File: src/pewc_pkg.sv
package pewc_pkg;

  localparam int unsigned PEWC_DATA_W = 8;
  localparam int unsigned PEWC_CHAN_N = 9;
  localparam int unsigned PEWC_ADDR_W = 8;

  // register byte offsets
  localparam logic [7:0] PEWC_CTRL_OFF = 8'h00;
  localparam logic [7:0] PEWC_HALF_OFF = 8'h04;
  localparam logic [7:0] PEWC_STAT_OFF = 8'h08;
  localparam logic [7:0] PEWC_CHAR_OFF = 8'h0c;

  // control register fields
  localparam int unsigned PEWC_CTRL_HOSTPAR_BIT = 0;
  localparam int unsigned PEWC_CTRL_ENABLE_BIT = 1;
  localparam logic [1:0] PEWC_CTRL_RESET = 2'h0;

  // half-cell length in clk_sys cycles
  localparam int unsigned PEWC_HALF_W = 16;
  localparam logic [15:0] PEWC_HALF_RESET = 16'h0014;
  localparam logic [15:0] PEWC_HALF_MIN = 16'h0002;

  // channel reset groups: bit i is data channel i
  localparam logic [7:0] PEWC_GROUP_A_MASK = 8'he5;
  localparam logic [7:0] PEWC_GROUP_B_MASK = 8'h1a;

  // sequencing levels from the write control logic
  typedef struct packed {
    logic data_phase_window;
    logic postamble_one_window;
    logic force_ones_n;
    logic toggle_control_n;
    logic recording_window;
    logic group_a_reset_n;
    logic group_b_reset_n;
    logic file_mark_command;
  } pewc_seq_t;

  // character from the host controller
  typedef struct packed {
    logic host_parity_line;
    logic [7:0] host_data_lines;
  } pewc_host_t;

  // encoded channels towards the transport
  typedef struct packed {
    logic encoded_parity_out;
    logic [7:0] encoded_data_out;
  } pewc_enc_t;

endpackage

File: src/pewc_write_channels.sv
`timescale 1ns/100ps
// Contract
// - odd parity is generated over the eight write data bits
// - a static control bit picks generated parity or the host parity bit
// - nine channel encoders add pattern bits and phase-encode their streams
// - host data reaches encoders only in the data phase, else zeros
// - each encoding flip-flop is clocked every half cell while encoding
// - at each cell boundary each flip-flop loads its bit to record
// - at mid cell each flip-flop inverts; load and invert then alternate
// - in the loading half, set gets the bit and reset its complement
// - force-ones low in the loading half captures a one at the boundary
// - in the first half, force-ones and toggle drive both inputs high
// - idle flip-flops are clamped by recording window and group resets
// - file mark keeps channels 1, 3, 4 reset; others encode zeros
// - identification: both groups reset, only parity channel encodes
// - encoded channels drive transport lines with a write strobe
// - group A is channels 0,2,5,6,7; group B is 1,3,4 plus file mark
module pewc_write_channels #(
  parameter int unsigned HALF_W = 16
) (
  input wire logic clk_sys,
  input wire logic rst,
  input wire logic psel,
  input wire logic penable,
  input wire logic pwrite,
  input wire logic [7:0] paddr,
  input wire logic [31:0] pwdata,
  output logic [31:0] prdata,
  output logic pready,
  output logic pslverr,
  input wire pewc_pkg::pewc_host_t host_in,
  input wire pewc_pkg::pewc_seq_t seq_in,
  output pewc_pkg::pewc_enc_t enc_out,
  output logic transport_write_strobe,
  output logic char_transfer_strobe,
  output logic cell_load_half
);
  import pewc_pkg::*;

  // apb slave, one wait state on every access
  logic [1:0] ctrl_reg;
  logic [HALF_W-1:0] half_reg;
  logic [HALF_W-1:0] half_next;
  logic acc_done;

  assign acc_done = psel && penable && pready;

  always_ff @(posedge clk_sys) begin
    if (rst) begin
      pready <= 1'b0;
    end else begin
      pready <= psel && penable && !pready;
    end
  end

  function automatic logic addr_known(input logic [7:0] a);
    case (a)
      PEWC_CTRL_OFF, PEWC_HALF_OFF, PEWC_STAT_OFF, PEWC_CHAR_OFF: addr_known = 1'b1;
      default: addr_known = 1'b0;
    endcase
  endfunction

  // half-cell length below two cycles would collide load and mid-cell strobe
  always_comb begin
    half_next = pwdata[HALF_W-1:0];
    if (half_next < PEWC_HALF_MIN[HALF_W-1:0]) begin
      half_next = PEWC_HALF_MIN[HALF_W-1:0];
    end
  end

  // each register has its own write port
  always_ff @(posedge clk_sys) begin
    if (rst) begin
      ctrl_reg <= PEWC_CTRL_RESET;
    end else if (acc_done && pwrite && (paddr == PEWC_CTRL_OFF)) begin
      ctrl_reg <= pwdata[1:0];
    end
  end

  always_ff @(posedge clk_sys) begin
    if (rst) begin
      half_reg <= PEWC_HALF_RESET[HALF_W-1:0];
    end else if (acc_done && pwrite && (paddr == PEWC_HALF_OFF)) begin
      half_reg <= half_next;
    end
  end

  // host pins: three stages per bit, a bit moves once stages two and three agree
  logic [8:0] host_stable;

  genvar g;
  generate
    for (g = 0; g < PEWC_CHAN_N; g++) begin : g_host
      logic s1_reg;
      logic s2_reg;
      logic s3_reg;
      logic stable_reg;
      always_ff @(posedge clk_sys) begin
        if (rst) begin
          s1_reg <= 1'b0;
          s2_reg <= 1'b0;
          s3_reg <= 1'b0;
        end else begin
          s1_reg <= host_in[g];
          s2_reg <= s1_reg;
          s3_reg <= s2_reg;
        end
      end
      // the agreement test filters a glitch that stage one caught half-way
      always_ff @(posedge clk_sys) begin
        if (rst) begin
          stable_reg <= 1'b0;
        end else if (s2_reg == s3_reg) begin
          stable_reg <= s3_reg;
        end
      end
      assign host_stable[g] = stable_reg;
    end
  endgenerate

  // sequencing levels come from logic on the same clock, no synchroniser
  pewc_seq_t sq;
  assign sq = seq_in;

  // half-cell divider
  logic enc_on;
  logic [HALF_W-1:0] div_cnt;
  logic half_tick;
  logic mid_half;
  logic boundary;

  assign enc_on = ctrl_reg[PEWC_CTRL_ENABLE_BIT];
  always_comb begin
    half_tick = 1'b0;
    mid_half = 1'b0;
    if (enc_on) begin
      half_tick = (div_cnt == half_reg - 1'b1);
      mid_half = (div_cnt == (half_reg >> 1) - 1'b1);
    end
  end
  assign boundary = half_tick && cell_load_half;

  always_ff @(posedge clk_sys) begin
    if (rst || !enc_on) begin
      div_cnt <= '0;
    end else if (half_tick) begin
      div_cnt <= '0;
    end else begin
      div_cnt <= div_cnt + 1'b1;
    end
  end

  // which half of the cell the encoders are in
  typedef enum logic {PH_FIRST, PH_LOAD} pewc_phase_t;
  pewc_phase_t phase_reg;
  pewc_phase_t phase_next;

  always_comb begin
    phase_next = phase_reg;
    case (phase_reg)
      PH_FIRST: phase_next = PH_LOAD;
      PH_LOAD: phase_next = PH_FIRST;
      default: phase_next = PH_FIRST;
    endcase
  end

  // high during the loading (second) half that ends at a cell boundary
  always_ff @(posedge clk_sys) begin
    if (rst || !enc_on) begin
      phase_reg <= PH_FIRST;
      cell_load_half <= 1'b0;
    end else if (half_tick) begin
      phase_reg <= phase_next;
      cell_load_half <= (phase_next == PH_LOAD);
    end
  end

  // character staging
  logic [7:0] write_data_bits;
  logic host_parity_line;
  logic generated_odd_parity;
  logic par_sel;
  logic [8:0] staged_reg;

  assign write_data_bits = host_stable[7:0];
  assign host_parity_line = host_stable[8];
  // parity chain, one xor stage per data bit, seeded with one for odd parity
  logic [8:0] par_chain;
  assign par_chain[0] = 1'b1;
  generate
    for (g = 0; g < PEWC_DATA_W; g++) begin : g_par
      assign par_chain[g + 1] = par_chain[g] ^ write_data_bits[g];
    end
  endgenerate
  assign generated_odd_parity = par_chain[PEWC_DATA_W];
  assign par_sel = ctrl_reg[PEWC_CTRL_HOSTPAR_BIT] ? host_parity_line
                                                   : generated_odd_parity;

  // only the data phase lets host bits through, other phases record zeros
  logic [8:0] gated_bits;
  generate
    for (g = 0; g < PEWC_CHAN_N; g++) begin : g_gate
      if (g < PEWC_DATA_W) begin : g_dbit
        assign gated_bits[g] = write_data_bits[g] && sq.data_phase_window;
      end else begin : g_pbit
        assign gated_bits[g] = par_sel && sq.data_phase_window;
      end
    end
  endgenerate

  // the character taken at a boundary is loaded at the following boundary and recorded during the cell after next,
  // so the host gets a full cell after the strobe to present the next one
  always_ff @(posedge clk_sys) begin
    if (rst) begin
      staged_reg <= 9'h000;
    end else if (boundary) begin
      staged_reg <= gated_bits;
    end
  end

  // channel clamps
  logic clamp_a;
  logic clamp_b;
  logic clamp_p;
  logic [8:0] clamp;

  assign clamp_p = !sq.recording_window;
  assign clamp_a = clamp_p || !sq.group_a_reset_n;
  assign clamp_b = clamp_a || !sq.group_b_reset_n || sq.file_mark_command;

  // parity has only the window clamp, group A channels follow group A, group B channels also take the group A clamp
  function automatic logic clamp_of(input int unsigned ch, input logic ca, input logic cb,
                                    input logic cp);
    if (ch >= PEWC_DATA_W) begin
      clamp_of = cp;
    end else if (PEWC_GROUP_A_MASK[ch[2:0]]) begin
      clamp_of = ca;
    end else begin
      clamp_of = cb;
    end
  endfunction

  generate
    for (g = 0; g < PEWC_CHAN_N; g++) begin : g_clamp
      assign clamp[g] = clamp_of(g, clamp_a, clamp_b, clamp_p);
    end
  endgenerate

  // jk pair per channel: forced ones beat the data bit, toggle beats both
  function automatic logic [1:0] jk_of(input logic bit_in, input logic ones_in,
                                       input logic tog_in);
    logic j_v;
    logic k_v;
    j_v = bit_in || ones_in || tog_in;
    k_v = (!bit_in && !ones_in) || tog_in;
    jk_of = {j_v, k_v};
  endfunction

  // nine jk encoders
  logic ones;
  logic tog;
  logic [8:0] enc_reg;

  assign ones = !sq.force_ones_n;
  assign tog = !sq.toggle_control_n;

  generate
    for (g = 0; g < 9; g++) begin : g_enc
      logic [1:0] jk;
      assign jk = jk_of(staged_reg[g], ones, tog);
      always_ff @(posedge clk_sys) begin
        if (rst || clamp[g]) begin
          enc_reg[g] <= 1'b0;
        end else if (half_tick) begin
          case (jk)
            2'b11: begin
              enc_reg[g] <= !enc_reg[g];
            end
            2'b10: begin
              enc_reg[g] <= 1'b1;
            end
            2'b01: begin
              enc_reg[g] <= 1'b0;
            end
            default: begin
              enc_reg[g] <= enc_reg[g];
            end
          endcase
        end
      end
    end
  endgenerate

  assign enc_out = enc_reg;

  // centre of each half cell, output lines have settled by then
  always_ff @(posedge clk_sys) begin
    if (rst) begin
      transport_write_strobe <= 1'b0;
    end else begin
      transport_write_strobe <= mid_half && sq.recording_window;
    end
  end

  // one cycle after the boundary, once the character has been staged
  always_ff @(posedge clk_sys) begin
    if (rst) begin
      char_transfer_strobe <= 1'b0;
    end else begin
      char_transfer_strobe <= boundary && sq.data_phase_window;
    end
  end

  // read data: unmapped offsets read zero and raise the error with pready
  function automatic logic [31:0] read_word(input logic [7:0] a);
    read_word = 32'h0000_0000;
    case (a)
      PEWC_CTRL_OFF: read_word = {30'h0, ctrl_reg};
      PEWC_HALF_OFF: read_word = {{(32 - HALF_W){1'b0}}, half_reg};
      PEWC_STAT_OFF: read_word = {22'h0, cell_load_half, enc_reg};
      PEWC_CHAR_OFF: read_word = {23'h0, staged_reg};
      default: read_word = 32'h0000_0000;
    endcase
  endfunction

  always_ff @(posedge clk_sys) begin
    if (rst) begin
      prdata <= 32'h0000_0000;
    end else if (psel && penable && !pready) begin
      prdata <= read_word(paddr);
    end
  end

  always_ff @(posedge clk_sys) begin
    if (rst) begin
      pslverr <= 1'b0;
    end else begin
      pslverr <= psel && penable && !pready && !addr_known(paddr);
    end
  end

endmodule

File: config.mk
export PLATFORM = sky130hd
export DESIGN_NAME = pewc_write_channels
export DESIGN_NICKNAME = d
export VERILOG_FILES = /design/src/pewc_pkg.sv /design/src/pewc_write_channels.sv
export SDC_FILE = /design/constraint.sdc
export NUM_CORES = 1
export LEC_CHECK = 0
export BUFFER_PORTS_ARGS = -buffer_cell sky130_fd_sc_hd__buf_4
export CAP_MARGIN = 20
export CORE_MARGIN = 8
export CORE_UTILIZATION = 60
export CTS_BUF_LIST = sky130_fd_sc_hd__clkbuf_16
export DETAILED_ROUTE_END_ITERATION = 8
export GPL_ROUTABILITY_DRIVEN = 0
export PLACE_DENSITY = 0.86
export SYNTH_ARGS = -nofsm -noshare
export SYNTH_HDL_FRONTEND = slang
export SYNTH_SLANG_ARGS = --single-unit
export TNS_END_PERCENT = 5
File: constraint.sdc
create_clock -name clk_sys -period 7.6 [get_ports clk_sys]
set_input_delay 0.76 -clock clk_sys [delete_from_list [all_inputs] [get_ports clk_sys]]
set_output_delay 0.76 -clock clk_sys [all_outputs]
set_load 0.02 [all_outputs]
# Word-level counts from Yosys, hierarchy flattened
# Cells that the tools add are included.
[word_totals]
reg_bits = 125
in_bits = 62
output_inout_bits = 46
word_cells = 235
[op_classes]
addsub = 3
n_lt_le_gt_ge = 1
eq_ne = 41
muxes = 17
bitwise = 9
reduce_logical = 109
[op_table]
columns = ["cell", "n"]
rows = [
  ["$pmux 16 s4", 1],
  ["$eq 2x2->1 const B", 18],
  ["$logic_or 1x1->1", 34],
  ["$eq 16x16->1", 2],
  ["$logic_and 1x1->1", 28],
  ["$pmux 1 s3", 9],
  ["$reduce_bool 3->1", 9],
  ["$logic_not 1->1", 26],
  ["$eq 2x1->1 const B", 9],
  ["$reduce_and 2->1", 9],
  ["$add 16x1->16 const B", 1],
  ["$eq 8x4->1 const B", 2],
  ["$lt 16x2->1 const B", 1],
  ["$mux 16", 1],
  ["$sub 15x1->16 const B", 1],
  ["$sub 16x1->16 const B", 1],
  ["$eq 1x1->1", 9],
  ["$eq 8x3->1 const B", 1],
  ["$logic_not 8->1", 1],
  ["$xor 1x1->1", 7],
  ["$mux 1", 5],
  ["$reduce_or 4->1", 1],
  ["$not 1->1", 2],
  ["$pmux 1 s2", 1],
  ["$reduce_or 2->1", 1],
]

# Depth between registers and ports, before layout
# Gate-level depths: netlist of the first run.
[depth]
ltp_word = 10
depth_mapped = 10
depth_no_buf = 8

# Worst setup path before layout of the first run
# OpenSTA, ideal clock, no wires.
[synth_path]
path_type = "input port to flip-flop"
start = "in paddr[5]"
end = "reg half_reg[12]"
setup_time_ns = 0.128
arrival_time_ns = 2.286
t_required_ns = 7.472
slack_ns = 5.186
stages = 7
n_path_buf = 2
path_cell_list = "nor4_1 -> nand2_1 -> nor3_1 -> clkbuf_1 -> buf_2 -> mux2i_1 -> nor2_1"
[synth_via]
elab_chain_cells = 2
[synth_lines]
columns = ["element", "line_no", "source"]
rows = [
  ["from (decl)", "pewc_write_channels.sv:26", "input wire logic [7:0] paddr,"],
  ["$eq 8x3->1", "pewc_write_channels.sv:83", "end else if (acc_done && pwrite && (paddr == PEWC_HALF_OFF)) begin"],
  ["$logic_and 1x1->1", "pewc_write_channels.sv:83", ""],
  ["to (signal assigned)", "pewc_write_channels.sv:82", "half_reg <= PEWC_HALF_RESET[HALF_W-1:0];"],
  ["to (signal assigned)", "pewc_write_channels.sv:84", "half_reg <= half_next;"],
  ["to (decl)", "pewc_write_channels.sv:42", "logic [HALF_W-1:0] half_reg;"],
]
# Every way passes these cells.
# A chain may end at the register's enable or synchronous reset.

# Final worst setup path of the first run
[layout_path]
start = "reg half_reg[3]"
end = "reg staged_reg[8]"
[layout_via]
elab_chain_cells = 4
[layout_lines]
columns = ["element", "line_no", "source"]
rows = [
  ["$sub 16x1->16", "pewc_write_channels.sv:137", "half_tick = (div_cnt == half_reg - 1'b1);"],
  ["$eq 16x16->1", "pewc_write_channels.sv:137", ""],
  ["$mux 1", "pewc_write_channels.sv:136", "if (enc_on) begin"],
  ["$logic_and 1x1->1", "pewc_write_channels.sv:141", "assign boundary = half_tick && cell_load_half;"],
  ["to (signal assigned)", "pewc_write_channels.sv:217", "staged_reg <= gated_bits;"],
  ["to (decl)", "pewc_write_channels.sv:183", "logic [8:0] staged_reg;"],
]
# Every way passes these cells.

==> impl_results.md, run 1 <==
* Nets at 736
* FFs w/ async S/R, synth at 0%
* Setup tns final at 0 ns
* Hold Startpoint: g_host[2].s1_reg
* CP required at 7.87 ns
* Hold_buf cts at 0
* Sink Count at 109
* Critical path cell sequence: nor4_2, nand2_1, o41ai_1, and3_1, nand4_1, mux2i_1
* R2R depth at 6
* CP Buf/Inv Count at 0
* CORE AREA at 9109 sq um
* Input/output buffers at 74
* Count of final max-slew check failures at 0
* Final core utilization at 69.34%
* DIE AREA at 12610 sq um
* Max clock buf depth at 2
* Mapped Cells at 631
* Max-Slew Margin vs Limit at between 30% and 40%
* Peak Freq at 275.1 MHz
* DRT Pass-1 Iters at 5
* Initial core utilization at 61.06%
* Yosys warning total at 0
* VDD IR max at 132.3 uV
* Clock Pin Slew Worst Setup and Hold Paths at 0.08 ns
* Netlist cell types at 57
* Most common cell after layout, fill and taps aside: dfxtp_1
* WL/cell at 18.26 um
* Worst hold path cell count at 1
* Vias in the first global route at 4750
* Largest net degree at the start of global routing at 85
* Inst Count DP at 770
* Critical path data arrival time at 3.90 ns
* Fill count at 706
* Final setup viols at 0
* CP Max Fanout at 12
* RSZ-0062 raised after global routing: false
* GRT Total Usage at 22.45%
* R2r endpoint: staged_reg[8]
* Net Switching at 0.2796 mW
* Post-CTS Resized at 0
* Seq cells post-synth at around 110
* Die X at 112.3 um
* Dpl hpwl at 10230 um
* Hold Path End: g_host[2].s2_reg
* Clock share of power at 43.2%
* Finished Cell Area at 6316 sq um
* Post-CTS setup buffer count at 0
* Drt initial violations at 429
* Slowest CP cell: nor4_2
* CP max stage delay at 0.94 ns
* DRC viols at 0
* Leakage power at 2.476 nW
* Synth-to-Final Area Change at 13.57%
* First-pass GRT wire length at roughly 23000 um
* Setup crit start kind: flip-flop
* R2R Setup Slk at 3.97 ns
* Top Ports at between 100 and 150
* Clk_skew at between 0.01 and 0.015 ns
* Synth area leader: dfxtp_1
* Placed inst area at 6002 sq um
* Max-cap viol count at 0
* Power share of the sequential group at 51.7%
* Minimum clock period at between 3 and 4 ns
* Routed WL at 14350 um
* Sequential share of the synthesized area at 39.24%
* # diodes at 0
* Vias at 4841
* Initial antenna violation count at 0
* Worst hold path class: reg2reg
* Share of cells above drive strength 1 at between 10% and 20%
* H-tree depth at 3
* Status: finished clean
* Switch share at between 20% and 30%
* Drt via density at 6.159
* PwrDens at 177.4 nW/um^2
* Combinational power share at 5.1%
* TritonCTS clock tree: done
* Top FF cell, synth: dfxtp_1
* Reg-to-Reg Start: half_reg[3]
* CP delay by family, top: simple AND/OR/NAND/NOR gates
* Post-synth EDFFs at 0
* Row Count at 35
* Antenna Nets Post-Route at 0
* Most frequent cells in the layout: dfxtp_1, buf_4, nor2_1
* Root buf cell: clkbuf_16
* CP Capture Type: flip-flop
* Pwr Total at 1.121 mW
* Int Power at roughly 0.84 mW
* Grt total ovfl at 0
* Non-filler instance count after layout at 786
* Final cycle utilization of the critical path at approximately 48%
* Mapped Avg Cell Area at a little under 9 sq um
* Num CTS Buffers at 9
* Worst slew pin tran at 1.016 ns
* Top-area cell type share of the netlist area at 39.24%
* Final hold viol count at 0
* CP Class: reg2reg
* Chip Height at 112.3 um
* Post-Syn Area at 5562 sq um
* Insertion delay to the later sink of the worst-skew pair at ~0.35 ns
* Top post-synthesis cells by area: dfxtp_1, xnor2_1, mux2i_1, xor2_1, nor2_1
layer usage:
layer	global-route usage (%)	share of wire (%)	routed length, um
met4	10.97	3.2	463
met1	26.41	40	5681
met2	37.25	48	6894
met3	5.851	9.2	1314
met5	0	0	0
cell families after synthesis:
kind of cell             synth area share, %
multiplexers                           6.749
AO/OA/AOI/OAI                          12.71
XOR/XNOR                               9.921
AND/OR/NAND/NOR                        24.27
adder cells (fa/ha/maj)               0.8999
buffers and inverters                  6.142
flip-flops                             39.24
other                                0.06743
how the worst max path moves through the flow:
stage	startpoint	end	slack, ns	cells past startpoint
CTS	half_reg[3]	staged_reg[8]	4.06	6
global placement	half_reg[3]	char_transfer_strobe	4.28	6
floorplan	paddr[5]	half_reg[12]	5.19	7
detailed placement	half_reg[3]	staged_reg[8]	4.07	6
finish	half_reg[3]	staged_reg[8]	3.97	6
global route	half_reg[3]	div_cnt[9]	3.73	6
metrics by stage:
step	hold WS, ns	setup WS, ns
finish	0.4386	3.966
global route	0.4638	3.733
CTS	0.4415	4.059
detailed placement	0.4204	4.067
global placement	0.4192	4.283
floorplan	0.4138	5.186
Yosys cell counts (2+ instances only):
cell      number
buf_4         19
a22o_1         6
nor3_1        29
nor3b_1        2
nor2b_1       33
o21ai_0       12
mux2_2         7
mux4_2         2
buf_2          9
nor4_2         2
a21o_1         5
dfxtp_1      109
nor4b_1        2
and3_1        14
mux2i_1       24
nand2b_1      23
nand2_1       37
a211o_1        3
and2_1         2
o31ai_1        8
nor4_1         8
nor2_1        56
clkbuf_1      29
o41ai_1        7
nor3_2         2
nand4_1       15
buf_1          4
nand3b_1       2
ha_1           4
xor2_1        25
a22oi_1       16
and4_1         2
xnor2_1       38
a21oi_1       27
inv_1          5
nand3_1       14
a41oi_1        5
or4_1          4
o211ai_1       2
power by group through the flow:
stage	Combinational, mW	Sequential, mW	Clock [mW]
after floorplan	0.0371	0.592	0
after global placement	0.0542	0.592	0
after detailed placement	0.0559	0.593	0
after CTS	0.0563	0.579	0.490
after global routing	0.0619	0.580	0.514
final	0.0570	0.579	0.484
area by class of cell:
cell class / instances / area, sq um / share of cell area, %
multi-input combinational: 470 / 3099 / 49.07
sequential: 109 / 2182 / 34.55
timing repair buffer: 75 / 563.0 / 8.914
clock buffer: 9 / 225.2 / 3.566
tap: 111 / 138.9 / 2.199
clock inverter: 7 / 88.84 / 1.406
inverter: 5 / 18.77 / 0.2971
Note: power is estimated with default switching activity, not from simulation.
==> inputs of run 2 (changes only) <==
- CORE_UTILIZATION: 60 -> 56
- PLACE_DENSITY: 0.86 -> 0.81
- clock period: 7.6 -> 3.75 ns (I/O delays scaled with it)
==> impl_results.md, run 2 (synthesized netlist as in run 1, its figures left out) <==
* Clock Pin Slew Worst Setup and Hold Paths at 0.07 ns
* Root buf cell: clkbuf_16
* RSZ-0062 raised after global routing: false
* Final hold viol count at 0
* PwrDens at 347.9 nW/um^2
* Met2 Resource Use GR at 36.71%
* Final cycle utilization of the critical path at 83.17%
* Dpl hpwl at 9860 um
* H-tree depth at 3
* DRT Pass-1 Iters at 6
* Synth-to-Final Area Change at 13.86%
* Initial antenna violation count at 0
* Most frequent cells in the layout: dfxtp_1, buf_4, nor2_1
* Insertion delay to the later sink of the worst-skew pair at ~0.35 ns
* R2R Setup Slk at 0.63 ns
* Chip Height at 115.7 um
* CP required at 3.96 ns
* VDD IR max at 319.2 uV
* Input/output buffers at 74
* Nets at 739
* Setup crit start kind: flip-flop
* Num CTS Buffers at 9
* Setup tns final at 0 ns
* Post-CTS Resized at 0
* WL/cell at about 17 um
* Slowest CP cell: nor3_4
* CP delay by family, top: simple AND/OR/NAND/NOR gates
* Status: finished clean
* Pwr Total at 2.203 mW
* Share of cells above drive strength 1 at 16.52%
* CP Class: reg2reg
* Clk_skew at 0.005606 ns
* Peak Freq at 320.6 MHz
* Reg-to-Reg Start: half_reg[1]
* Non-filler instance count after layout at 811
* GR peak layer: met2
* Post-CTS setup buffer count at 0
* Worst hold path class: in2reg
* Start point of the critical path: half_reg[1]
* First-pass GRT wire length at around 23000 um
* Fill count at approximately 800
* Critical path data arrival time at 3.33 ns
* CP Max Fanout at 16
* Routed WL at around 14000 um
* Fin Hold WS at 0.2307 ns
* CORE AREA at 9729 sq um
* Die X at 115.7 um
* Hold_buf cts at 0
* Max-cap viol count at 0
* Count of final max-slew check failures at 0
* DIE AREA at 13380 sq um
* CP max stage delay at 0.63 ns
* CP Capture Type: flip-flop
* # diodes at 0
* Largest net degree at the start of global routing at 85
* Sink Count at between 100 and 150
* Critical path cell sequence: inv_1, ha_1, a21bo_2, o41ai_1, nand3_1, nor3_4, nor3_1
* Minimum clock period at 3.119 ns
* Final core utilization at 65.08%
* Grt total ovfl at 0
* Hold Startpoint: host_in[6]
* Met1 Track Usage GR at around 25%
* Met3 track demand over resource at 5.524%
* TritonCTS clock tree: done
* Top Ports at 108
* Drt via density at 5.904
* GRT Total Usage at 21.12%
* Max clock buf depth at 2
* Final setup viols at 0
* Max-Slew Margin vs Limit at 46.18%
* Vias at 4788
* DRC viols at 0
* Antenna Nets Post-Route at 0
* Worst slew pin tran at 0.8073 ns
* Row Count at 36
* Vias in the first global route at 4649
* Inst Count DP at 795
* Drt initial violations at ~460
* Initial core utilization at 57.16%
* Leakage power at 2.481 nW
* CP Buf/Inv Count at 1
* Most common cell after layout, fill and taps aside: dfxtp_1
[run 2: cell types whose count changed in the layout (fill, tap and decap cells not counted), sizes merged]
| cell | change |
|---|---|
| buf | +3 |
| clkinv | -1 |
| inv | +1 |
[run 2: path summary, 6_finish.rpt]
path	endpoint	depth (start not counted)
worst max-delay path	div_cnt[5]	7
worst min-delay path	g_host[6].s1_reg	2
worst max register to register	div_cnt[5]	7
worst min register to register	g_host[1].s2_reg	1
[run 2: cell type report]
class | instances | area [sq um] | area share, %
timing repair buffer | 78 | 585.6 | 9.247
inverter | 5 | 18.77 | 0.2964
tap | 133 | 166.4 | 2.628
clock buffer | 9 | 225.2 | 3.557
clock inverter | 7 | 55.05 | 0.8694
sequential | 109 | 2182 | 34.46
multi-input combinational | 470 | 3099 | 48.94
[run 2: metrics by stage]
| stage | setup WS (ns) | area, sq um |
|---|---|---|
| 2_1_floorplan | 1.375 | 5618 |
| 3_3_place_gp | 0.8138 | 6052 |
| 3_5_place_dp | 0.7455 | 6052 |
| 4_1_cts | 0.7157 | 6332 |
| 5_1_grt | 0.4672 | 6332 |
| 6_report | 0.6311 | 6332 |
[run 2: metal layers]
metal  vias to the layer above  share of wire [%]
li1                       2274                  -
met1                      2272                 40
met2                       216                 50
met3                        26                8.2
met4                         0                1.9
met5                         -                  0
[run 2: where the power goes]
| part | internal, mW | switching (mW) | leakage (nW) |
|---|---|---|---|
| clock | 0.462 | 0.451 | 0.144 |
| combinational | 0.0495 | 0.0672 | 1.45 |
| sequential | 1.17 | 0.00447 | 0.883 |
| total | 1.68 | 0.523 | 2.48 |
==> inputs of run 3 (changes only) <==
- clock period: 3.75 -> 3.3 ns (I/O delays scaled with it)
==> impl_results.md, run 3 (synthesized netlist as in run 1, its figures left out) <==
* Status: finished clean
* Max-cap viol count at 0
* Multi-input logic area at 3099 sq um
* Post-CTS Resized at 0
* R2R Setup Slk at 0.38 ns
* FF/Latch Area at 2182 sq um
* GRT Total Usage at between 20% and 30%
* Setup crit start kind: flip-flop
* Largest net degree at the start of global routing at 83
* WL/cell at about 17 um
* Post-CTS setup buffer count at 0
* Grt total ovfl at 0
* RSZ-0062 raised after global routing: false
* Drt via density at 5.837
* H-tree depth at 3
* Final hold viol count at 0
* Max-Slew Margin vs Limit at 47.65%
* Drt initial violations at 335
* Worst slew pin tran at 0.7852 ns
* Antenna Nets Post-Route at 0
* Critical path data arrival time at 3.16 ns
* Vias at 4769
* CP Class: reg2reg
* Num CTS Buffers at 9
* Nets at 745
* Met2 Resource Use GR at around 36%
* Input/output buffers at 74
* Clock Pin Slew Worst Setup and Hold Paths at ~0.08 ns
* R2r endpoint: staged_reg[2]
* Final cycle utilization of the critical path at between 80% and 90%
* Chip Height at around 120 um
* Pwr Total at 2.528 mW
* VDD IR max at 389.8 uV
* DIE AREA at between 10000 and 15000 sq um
* Die X at 115.7 um
* Leakage power at 2.511 nW
* Insertion delay to the later sink of the worst-skew pair at 0.35 ns
* Max clock buf depth at 2
* Final setup viols at 0
* CP Max Fanout at 10
* CORE AREA at about 9700 sq um
* Reg-to-Reg Start: half_reg[2]
* First-pass GRT wire length at 22110 um
* GR peak layer: met2
* Met3 track demand over resource at 6.305%
* Row Count at 36
* R2R depth at 8
* Synth-to-Final Area Change at 14.89%
* TritonCTS clock tree: done
* Start point of the critical path: half_reg[2]
* Hold_buf cts at 0
* Clk_skew at between 0.007 and 0.008 ns
* Setup tns final at 0 ns
* Root buf cell: clkbuf_16
* Initial core utilization at 57.16%
* Most common cell after layout, fill and taps aside: dfxtp_1
* Most frequent cells in the layout: dfxtp_1, buf_4, nor2_1
* Share of cells above drive strength 1 at 17.25%
* DRC viols at 0
* Vias in the first global route at roughly 4600
* Final core utilization at 65.68%
* CP required at 3.54 ns
* Top Ports at 108
* Critical Path End: staged_reg[2]
* Worst hold path class: in2reg
* # diodes at 0
* Met1 Track Usage GR at 23.04%
* Minimum clock period at 2.920 ns
* Fill count at 843
* Count of final max-slew check failures at 0
* Sink Count at 109
* PwrDens at 395.7 nW/um^2
* Initial antenna violation count at 0
* Routed WL at 13710 um
* CP Capture Type: flip-flop
* DRT Pass-1 Iters at 5
* Peak Freq at between 300 and 400 MHz
* Dpl hpwl at just over 10000 um
-- run 3: cell types whose count changed in the layout (fill, tap and decap cells not counted), sizes merged --
cell,change
buf,+6
clkinvlp,+1
inv,-1
-- run 3: routing by layer --
metal / vias up / wire (um)
li1: 2284 / -
met1: 2276 / 5450
met2: 177 / 6782
met3: 32 / 1145
met4: 0 / 331
met5: - / 0
-- run 3: cell type report --
cell class | instances | share of cell area, %
Inverter | 5 | 0.2937
Tap cell | 133 | 2.604
Multi-Input combinational cell | 470 | 48.50
Sequential cell | 109 | 34.15
Clock buffer | 9 | 3.525
Timing Repair Buffer | 84 | 9.869
Clock inverter | 7 | 1.057
-- run 3: critical path: stages (launching register included) --
cell     delay [ns]
dfxtp_1        0.44
inv_1          0.16
ha_1           0.31
a21bo_2        0.28
o41ai_1        0.62
and3_1         0.48
nand4_1        0.15
buf_4          0.23
mux2i_1        0.13
-- run 3: where the power goes --
group	switching, mW	internal (mW)	total (mW)
clock network	0.530	0.533	1.06
logic	0.0750	0.0578	0.133
registers	0.00523	1.33	1.33
-- run 3: per-stage QoR --
| stage | hold slack [ns] | setup slack [ns] | instance area (sq um) | cells |
|---|---|---|---|---|
| 2_1_floorplan | 0.4138 | 0.9245 | 5618 | 646 |
| 3_3_place_gp | 0.4182 | 0.5117 | 6097 | 801 |
| 3_5_place_dp | 0.4251 | 0.4882 | 6097 | 801 |
| 4_1_cts | 0.1795 | 0.4716 | 6390 | 817 |
| 5_1_grt | 0.1755 | 0.2445 | 6390 | 817 |
| 6_report | 0.1833 | 0.3796 | 6390 | 817 |
-- run 3: how the worst min path moves through the flow --
stage,start,to,cells after the start
detailed placement,g_host[3].s1_reg,g_host[3].s2_reg,1
finish,host_in[8],g_host[8].s1_reg,2
floorplan,g_host[0].s1_reg,g_host[0].s2_reg,1
global placement,g_host[6].s1_reg,g_host[6].s2_reg,1
CTS,host_in[0],g_host[0].s1_reg,2
global route,host_in[0],g_host[0].s1_reg,2
